==> src/hw/asld_pkg.sv <==
package asld_pkg;
    // ****************************************
    // timing
    // ****************************************
    localparam int CLK_HZ = 125_000_000;
    localparam int MS_PER_S = 1000;
    localparam int MS_CYC = CLK_HZ / MS_PER_S; // cycles per millisecond
    localparam int DIV_W = 17;
    localparam int BLINK_HZ = 1;
    localparam int BLINK_PERIOD_MS = MS_PER_S / BLINK_HZ;
    localparam int BLINK_ON_MS = 500;
    localparam int STEP_MS = 250;
    localparam int FLICK_MS = 50;
    localparam int N_PORTS = 4;

    // ****************************************
    // register map
    // ****************************************
    localparam logic [11:0] CTRL_OFF = 12'h000;
    localparam logic [11:0] STATUS_OFF = 12'h004;
    localparam logic [7:0] CTRL_RESET = 8'h00;
    localparam int CB_TEST_DONE = 0;
    localparam int CB_CONFIGURED = 1;
    localparam int CB_RECOV = 2;
    localparam int CB_UNRECOV = 3;
    localparam int CB_IP_VALID = 4;
    localparam int CB_CONN = 5;
    localparam int CB_TIMEOUT = 6;
    localparam int CB_DUP_IP = 7;
    localparam int SB_STATE = 0;  // 6 bits of sequencer state
    localparam int SB_LEDS = 8;   // module g/r, network g/r
    localparam int SB_LINK = 12;
    localparam int SB_TRAF = 16;

    // ****************************************
    // self-test sequencer
    // ****************************************
    typedef enum logic [5:0] {
        ST_MOD_GREEN = 6'b00_0001,
        ST_MOD_RED = 6'b00_0010,
        ST_NET_GREEN = 6'b00_0100,
        ST_NET_RED = 6'b00_1000,
        ST_HOLD = 6'b01_0000,
        ST_RUN = 6'b10_0000
    } asld_state_t;
endpackage

==> src/hw/asld_top.sv <==
`timescale 1ns/1ps
module asld_top #(
    parameter int NP = asld_pkg::N_PORTS,
    parameter int MS_CYCLES = asld_pkg::MS_CYC
) (
    // clock and reset
    input wire logic clk_i,
    input wire logic reset_i,
    // apb slave
    input wire logic psel_i,
    input wire logic penable_i,
    input wire logic pwrite_i,
    input wire logic [11:0] paddr_i,
    input wire logic [31:0] pwdata_i,
    input wire logic [3:0] pstrb_i,
    output logic [31:0] prdata_o,
    output logic pready_o,
    output logic pslverr_o,
    // port status pins from the phys
    input wire logic [NP-1:0] link_i,
    input wire logic [NP-1:0] frame_toggle_i,
    // indicators
    output logic module_health_indicator_green_o,
    output logic module_health_indicator_red_o,
    output logic network_health_indicator_green_o,
    output logic network_health_indicator_red_o,
    output logic [NP-1:0] link_indicator_o,
    output logic [NP-1:0] traffic_indicator_o
);
    import asld_pkg::*;

    // ****************************************
    // state
    // ****************************************
    typedef struct packed {
        logic [DIV_W-1:0] div;
        logic [9:0] ms;
        logic [7:0] step;
        asld_state_t st;
        logic [7:0] ctrl;
        logic [31:0] rdata;
        logic [NP-1:0] lk_s1;
        logic [NP-1:0] lk_s2;
        logic [NP-1:0] lk_s3;
        logic [NP-1:0] lk_f;
        logic [NP-1:0] fr_s1;
        logic [NP-1:0] fr_s2;
        logic [NP-1:0] fr_s3;
        logic [NP-1:0] fr_f;
        logic [NP-1:0] tr_on;
        logic [NP-1:0] tr_busy;
        logic [NP-1:0] tr_pend;
        logic [NP-1:0][5:0] tr_cnt;
        logic msg;
        logic msr;
        logic nsg;
        logic nsr;
        logic [NP-1:0] lk_led;
        logic [NP-1:0] tr_led;
    } asld_reg_t;

    asld_reg_t r;
    asld_reg_t next_r;

    logic ms_tick;
    logic blink;
    logic step_end;
    logic wr_ctrl;
    logic addr_ok;

    // step a millisecond counter down, saturating at zero
    function automatic logic [5:0] dn6(input logic [5:0] v);
        return (v == 6'h00) ? 6'h00 : v - 6'h01;
    endfunction

    // ****************************************
    // apb handshake
    // ****************************************
    // zero wait states; unmapped addresses answer with an error
    assign addr_ok = (paddr_i == CTRL_OFF) || (paddr_i == STATUS_OFF);
    assign pready_o = 1'b1;
    assign pslverr_o = psel_i & penable_i & ~addr_ok;
    assign wr_ctrl = psel_i & penable_i & pwrite_i & (paddr_i == CTRL_OFF) & pstrb_i[0];

    // ****************************************
    // time base
    // ****************************************
    // one shared millisecond counter keeps all 1 hz patterns in phase
    assign ms_tick = (r.div == DIV_W'(MS_CYCLES - 1));
    assign blink = (r.ms < 10'(BLINK_ON_MS));
    assign step_end = ms_tick && (r.step == 8'(STEP_MS - 1));

    // ****************************************
    // next state
    // ****************************************
    always_comb begin
        next_r = r;

        // millisecond divider and 1 s cycle
        next_r.div = ms_tick ? '0 : r.div + DIV_W'(1);
        if (ms_tick) begin
            next_r.ms = (r.ms == 10'(BLINK_PERIOD_MS - 1)) ? 10'h000 : r.ms + 10'h001;
        end

        // register writes take effect at the access edge only
        if (wr_ctrl) begin
            next_r.ctrl = pwdata_i[7:0];
        end

        // read data captured in the setup phase, stable in access
        if (psel_i && !penable_i) begin
            next_r.rdata = 32'h0000_0000;
            if (paddr_i == CTRL_OFF) begin
                next_r.rdata[7:0] = r.ctrl;
            end else if (paddr_i == STATUS_OFF) begin
                next_r.rdata[SB_STATE +: 6] = r.st;
                next_r.rdata[SB_LEDS +: 4] = {r.nsr, r.nsg, r.msr, r.msg};
                next_r.rdata[SB_LINK +: 4] = 4'(r.lk_f);
                next_r.rdata[SB_TRAF +: 4] = 4'(r.tr_led);
            end
        end

        // self-test sequencer: module steps run before network steps
        if (r.st != ST_HOLD && r.st != ST_RUN) begin
            next_r.step = ms_tick ? (step_end ? 8'h00 : r.step + 8'h01) : r.step;
        end
        case (r.st)
            ST_MOD_GREEN: begin
                if (step_end) begin
                    next_r.st = ST_MOD_RED;
                end
            end
            ST_MOD_RED: begin
                if (step_end) begin
                    next_r.st = ST_NET_GREEN;
                end
            end
            ST_NET_GREEN: begin
                if (step_end) begin
                    next_r.st = ST_NET_RED;
                end
            end
            ST_NET_RED: begin
                if (step_end) begin
                    next_r.st = ST_HOLD;
                end
            end
            ST_HOLD: begin
                // a done flag written early waits for the sequence
                if (r.ctrl[CB_TEST_DONE]) begin
                    next_r.st = ST_RUN;
                end
            end
            ST_RUN: begin
                next_r.st = ST_RUN;
            end
            default: begin
                next_r.st = ST_MOD_GREEN;
            end
        endcase

        // module indicator
        case (r.st)
            ST_MOD_GREEN, ST_NET_GREEN, ST_NET_RED, ST_HOLD: begin
                next_r.msg = 1'b1;
                next_r.msr = 1'b0;
            end
            ST_MOD_RED: begin
                next_r.msg = 1'b0;
                next_r.msr = 1'b1;
            end
            default: begin
                if (r.ctrl[CB_UNRECOV]) begin
                    next_r.msg = 1'b0;
                    next_r.msr = 1'b1;
                end else if (r.ctrl[CB_RECOV]) begin
                    next_r.msg = 1'b0;
                    next_r.msr = blink;
                end else if (!r.ctrl[CB_CONFIGURED]) begin
                    next_r.msg = blink;
                    next_r.msr = 1'b0;
                end else begin
                    next_r.msg = 1'b1;
                    next_r.msr = 1'b0;
                end
            end
        endcase

        // network indicator, in fixed priority order
        case (r.st)
            ST_NET_GREEN: begin
                next_r.nsg = 1'b1;
                next_r.nsr = 1'b0;
            end
            ST_NET_RED: begin
                next_r.nsg = 1'b0;
                next_r.nsr = 1'b1;
            end
            ST_RUN: begin
                next_r.nsg = 1'b0;
                next_r.nsr = 1'b0;
                if (!r.ctrl[CB_IP_VALID]) begin
                    next_r.nsr = 1'b0;
                end else if (r.ctrl[CB_DUP_IP]) begin
                    next_r.nsr = 1'b1;
                end else if (r.ctrl[CB_TIMEOUT]) begin
                    // flashes red until the stack clears every timeout
                    next_r.nsr = blink;
                end else if (r.ctrl[CB_CONN]) begin
                    next_r.nsg = 1'b1;
                end else begin
                    next_r.nsg = blink;
                end
            end
            default: begin
                // dark while the module part of the test runs and in hold
                next_r.nsg = 1'b0;
                next_r.nsr = 1'b0;
            end
        endcase

        // pin synchronisers; a change counts once stages two and three agree
        next_r.lk_s1 = link_i;
        next_r.lk_s2 = r.lk_s1;
        next_r.lk_s3 = r.lk_s2;
        next_r.fr_s1 = frame_toggle_i;
        next_r.fr_s2 = r.fr_s1;
        next_r.fr_s3 = r.fr_s2;
        for (int i = 0; i < NP; i++) begin
            if (r.lk_s2[i] == r.lk_s3[i]) begin
                next_r.lk_f[i] = r.lk_s2[i];
            end
            if (r.fr_s2[i] == r.fr_s3[i]) begin
                next_r.fr_f[i] = r.fr_s2[i];
            end
        end
        next_r.lk_led = r.lk_f;

        // traffic flicker: on phase, off phase, then idle
        // the countdown runs even in a frame cycle, or busy traffic would stretch the phases
        for (int i = 0; i < NP; i++) begin
            if (r.tr_busy[i] && ms_tick) begin
                next_r.tr_cnt[i] = dn6(r.tr_cnt[i]);
                if (r.tr_cnt[i] == 6'h01) begin
                    if (r.tr_on[i]) begin
                        next_r.tr_on[i] = 1'b0;
                        next_r.tr_cnt[i] = 6'(FLICK_MS);
                    end else if (r.tr_pend[i]) begin
                        next_r.tr_on[i] = 1'b1;
                        next_r.tr_pend[i] = 1'b0;
                        next_r.tr_cnt[i] = 6'(FLICK_MS);
                    end else begin
                        next_r.tr_busy[i] = 1'b0;
                    end
                end
            end
            // a frame seen during a running flicker is kept for the next one;
            // one that meets the end of a flicker starts a fresh one (set wins)
            if ((r.fr_s2[i] == r.fr_s3[i]) && (r.fr_s2[i] != r.fr_f[i])) begin
                if (!next_r.tr_busy[i]) begin
                    next_r.tr_busy[i] = 1'b1;
                    next_r.tr_on[i] = 1'b1;
                    next_r.tr_cnt[i] = 6'(FLICK_MS);
                end else begin
                    next_r.tr_pend[i] = 1'b1;
                end
            end
        end
        next_r.tr_led = r.tr_on;
    end

    // ****************************************
    // registers
    // ****************************************
    always_ff @(posedge clk_i or posedge reset_i) begin
        if (reset_i) begin
            r <= '0;
            r.st <= ST_MOD_GREEN;
            r.ctrl <= CTRL_RESET;
        end else begin
            r <= next_r;
        end
    end

    // ****************************************
    // outputs
    // ****************************************
    assign prdata_o = r.rdata;
    assign module_health_indicator_green_o = r.msg;
    assign module_health_indicator_red_o = r.msr;
    assign network_health_indicator_green_o = r.nsg;
    assign network_health_indicator_red_o = r.nsr;
    assign link_indicator_o = r.lk_led;
    assign traffic_indicator_o = r.tr_led;
endmodule // asld_top

==> config.mk <==
export PLATFORM = sky130hd
export DESIGN_NAME = asld_top
export DESIGN_NICKNAME = d
export VERILOG_FILES = /design/src/hw/asld_pkg.sv /design/src/hw/asld_top.sv
export SDC_FILE = /design/constraint.sdc
export NUM_CORES = 1
export LEC_CHECK = 0
export BUFFER_PORTS_ARGS = -buffer_cell sky130_fd_sc_hd__clkbuf_2
export CAP_MARGIN = 10
export CORE_MARGIN = 2
export CORE_UTILIZATION = 57
export CTS_BUF_LIST = sky130_fd_sc_hd__clkbuf_16
export DETAILED_ROUTE_END_ITERATION = 10
export GPL_ROUTABILITY_DRIVEN = 1
export HOLD_SLACK_MARGIN = 0.15
export PLACE_DENSITY = 0.8
export SETUP_SLACK_MARGIN = 0.15
export SLEW_MARGIN = 5
export SYNTH_ARGS = -nofsm -noshare
export SYNTH_HDL_FRONTEND = slang
export SYNTH_SLANG_ARGS = --single-unit
==> constraint.sdc <==
create_clock -name clk_i -period 5.6 [get_ports clk_i]
set_input_delay 0.28 -clock clk_i [delete_from_list [all_inputs] [get_ports clk_i]]
set_output_delay 0.28 -clock clk_i [all_outputs]
set_load 0.005 [all_outputs]
Word-level counts from Yosys, hierarchy flattened --
Index checks and enable logic that the tools add are counted.
Operators by class: order comparisons 1, bitwise operators 6, add/subtract/negate cells 7, eq/ne operators 33, multiplexer cells 118, reduce and logical (&&, ||, !) cells 21
Operators by type and width (number):
- $mux 6 | 35
- $mux 1 | 71
- $pmux 6 s6 | 1
- $eq 6x1->1 const B | 5
- $logic_not 6->1 | 4
- $mux 12 | 2
- $sub 6x1->6 const B | 4
- $add 17x1->17 const B | 1
- $eq 17x17->1 const B | 1
- $mux 17 | 1
- $eq 12x3->1 const B | 1
- $logic_not 12->1 | 1
- $logic_and 1x1->1 | 11
- $add 10x1->10 const B | 1
- $eq 10x10->1 const B | 1
- $lt 10x9->1 const B | 1
- $mux 10 | 1
- $ne 2x2->1 const B | 5
- $add 8x1->8 const B | 1
- $eq 1x1->1 | 8
- $eq 8x8->1 const B | 1
- $mux 2 | 4
- $mux 8 | 1
- $eq 6x2->1 const B | 1
- other kinds (16) | 23
Word-level totals: word-level logic and storage cells 219, bits of input ports 61, flip-flop bits (word level) 149, output and inout port bits 46

Depth between registers and ports, before layout --
depth after elaboration 8, depth in mapped cells 8, depth with buffers taken out 7

Least setup slack after synthesis --
Ideal clock, no wire load.
kind reg-to-reg, start point register r[149] (netlist bit), end point register r[20] (netlist bit), data required time 5474 ps, setup slack 3280 ps, setup time 126 ps, cell stages (with the launch flop) 7, clock period less this slack 2320 ps, arrival time 2194 ps, buffers on the path 1, cell sequence dfrtp_1 -> or4b_4 -> or4_4 -> buf_6 -> o41ai_4 -> and2_1 -> a21oi_1
RTL lines:
- from (decl) | RTL line asld_top.sv:62 | asld_reg_t r;
- from (signal assigned) | RTL line asld_top.sv:281 | r <= next_r;

==> flow_metrics.env <==
export IMPL_vias=5300
export IMPL_grtUsageTotal_pct=22.3
export IMPL_final_common_cell="dfrtp_1"
export IMPL_antenna_found_initial=0
export IMPL_ir_worst_vdd_mv=0.224
export IMPL_clock_skew_ps=6.44
export IMPL_cts_root_buffer="clkbuf_16"
export IMPL_routed_wl_um=13700
export IMPL_grtUsageMet3_pct=4.65
export IMPL_multi_input_area_um2=2950
export IMPL_powerDensity_nw_per_um2=314
export IMPL_synth_mux_area_share_pct=2.40
export IMPL_worst_pin_slew_ps=1080
export IMPL_synth_distinct_cells=55
export IMPL_numCtsBuffers=17
export IMPL_stdcell_area_um2=8140
export IMPL_whs_ps=345
export IMPL_die_w_um=116
export IMPL_start_util_pct=58.8
export IMPL_async_flop_share_pct=100
export IMPL_synthAdderAreaFrac_pct=3.95
export IMPL_synth_top_family_by_area="simple AND/OR/NAND/NOR gates"
export IMPL_grt_max_degree=81
export IMPL_critPathKind="reg -> reg"
export IMPL_maxCapViolations=0
export IMPL_final_seq_area_um2=3730
export IMPL_top_usage_layer="met2"
export IMPL_required_ps=5940
export IMPL_hpwl_um=9390
export IMPL_port_buffers=66
export IMPL_core_area_um2=12100
export IMPL_synth_warnings=0
export IMPL_layout_drive_gt1_share_pct=16.1
export IMPL_syn_to_final_growth_pct=14.7
export IMPL_drc_errors=0
export IMPL_gp_congestion=0.875
export IMPL_io_pins=107
export IMPL_diodes=0
export IMPL_met1_usage_pct=27.3
export IMPL_status="finished, final reports clean"
export IMPL_place_area_um2=7340
export IMPL_cts_sinks=149
export IMPL_cts_buffer_depth=2
export IMPL_cts_max_level=4
export IMPL_synth_area_leaders="dfrtp_1 52%, buf_4 4.3%, nor2_1 3.4%"
export IMPL_synth_top_cell_area_share_pct=52.2
export IMPL_vias_per_cell=5.72
export IMPL_p_leak_uw=0.00365
export IMPL_design_final_nets=822
export IMPL_p_total_uw=2560
export IMPL_clk_pin_slew_ps=60
export IMPL_slew_viol_final=0
export IMPL_crit_path_end_kind="flop"
export IMPL_die_area_um2=13400
export IMPL_synth_compound_area_share_pct=12.4
export IMPL_synth_area_um2=7100
export IMPL_cts_tree="done"
export IMPL_finalHoldViolations=0
export IMPL_yosys_area_top_type="dfrtp_1"
export IMPL_finalSetupViolCount=0
export IMPL_finalCriticalPeriod_ps=2710
export IMPL_post_cts_buffers=0
export IMPL_synth_edf_count=0
export IMPL_synthCells=685
export IMPL_wl_per_cell_um=14.8
export IMPL_setup_tns_ps=0
export IMPL_grt_first_pass_wirelength_um=23700
export IMPL_arrival_ps=3050
export IMPL_rsz0062_at_grt="no"
export IMPL_maxSlewHeadroom_pct=28.3
export IMPL_hp_class="reg -> reg"
export IMPL_ant_nets=0
export IMPL_grt_util_met2_pct=39.3
export IMPL_fin_crit_sh_pct=48.4
export IMPL_dr_pass1_iters=5
export IMPL_worstPathMaxFanout=11
export IMPL_yosysSeqAreaShare_pct=52.6
export IMPL_ys_flop_type="dfrtp_1"
export IMPL_dieHeight_um=116
export IMPL_startpoint_type="flop"
export IMPL_clk_latency_ps=420
export IMPL_grt_overflow=0
export IMPL_initialDrtViolationCount=384
export IMPL_synth_seq_cells=149
export IMPL_synth_xor_area_share_pct=2.59
export IMPL_final_cell_mix="148 x dfrtp_1, 66 x clkbuf_2, 64 x nor2_1, 52 x nand2_1, 47 x o21ai_0"
export IMPL_synth_simple_gate_area_share_pct=19.5
export IMPL_fmax_mhz=369
export IMPL_row_count=40
export IMPL_grt_pass1_vias=5239
export IMPL_n_fill_cell=891
export IMPL_synth_area_per_cell_um2=10.4
-- what timing repair did --
item,CTS,global route
hold buffers,17,0
endpoints found under the hold margin,95,0
endpoints found under the setup margin,0,0
gates resized for setup,0,0
-- final cells by class --
type / count / area share, %
inverter: 22 / 1.08
tap: 168 / 2.58
clock buffer: 17 / 5.23
multi-input combinational: 468 / 36.3
timing repair buffer: 87 / 6.52
sequential: 149 / 45.8
clock inverter: 15 / 2.48
-- worst max-delay path: stages (launching register included) --
cell	delay (ps)
dfrtp_1	420
or4b_4	590
or4_4	670
o41ai_1	560
nand2_1	240
o211ai_1	150
-- logic make-up (layout without fill, tap and decap cells) --
kind of cell,Yosys count,in the layout
muxes,16,16
DFF,149,149
and+or+nand+nor,260,260
buffers and inverters,79,141
adders and majority gates,24,24
other,2,13
xor gates and xnor gates,21,21
AOI/OAI and AO/OA,134,134
-- synthesized netlist by cell type (13+ instances only) --
library cell    n
buf_4          41
dfrtp_1       148
nor2_1         64
ha_1           16
nand3_1        24
a31oi_1        13
a21oi_1        24
nand2_1        52
nand2b_1       15
o211ai_1       13
inv_1          22
o21ai_0        47
nor3_1         24
nand4_1        15
-- path summary, 6_finish.rpt --
check	slack (ps)	depth (start not counted)	start	endpoint
max reg2reg	2890	5	r[149]$_DFF_PP0_	r[35]$_DFF_PP0_
max in group asynchronous	3760	4	reset_i	traffic_indicator_o[1]$_DFF_PP0_
min in group asynchronous	520	3	reset_i	link_indicator_o[1]$_DFF_PP0_
max	2890	5	r[149]$_DFF_PP0_	r[35]$_DFF_PP0_
min	350	0	next_r[56]$_DFF_PP0_	next_r[52]$_DFF_PP0_
min reg2reg	350	0	next_r[56]$_DFF_PP0_	next_r[52]$_DFF_PP0_
-- flip-flops by register name, indices dropped and copies added (netlist names) --
| name | flops |
|---|---|
| module_health_indicator_green_o | 1 |
| network_health_indicator_green_o | 1 |
| r | 93 |
| link_indicator_o | 4 |
| module_health_indicator_red_o | 1 |
| next_r | 24 |
| network_health_indicator_red_o | 1 |
| prdata_o | 20 |
| traffic_indicator_o | 4 |
-- stage by stage --
step,util [%],setup slack [ps],cells
finish,67.5,2890,926
global route,67.5,2800,926
CTS,67.4,2910,926
detailed placement,60.8,2990,877
global placement,60.8,2990,877
floorplan,-,1310,696
-- report_power, final --
part | switching [uW] | internal, uW | leakage, uW | total, uW
clock network | 450 | 750 | 0.000303 | 1200
registers | 45.8 | 1130 | 0.00187 | 1170
logic | 107 | 80.0 | 0.00148 | 187
total | 602 | 1960 | 0.00365 | 2560
-- per-layer routing --
metal | vias up | wire (um)
met5 | - | 0
met3 | 20 | 643
li1 | 2515 | -
met4 | 0 | 204
met2 | 153 | 6950
met1 | 2612 | 5900
No activity file was read; power rests on OpenSTA's default activity.
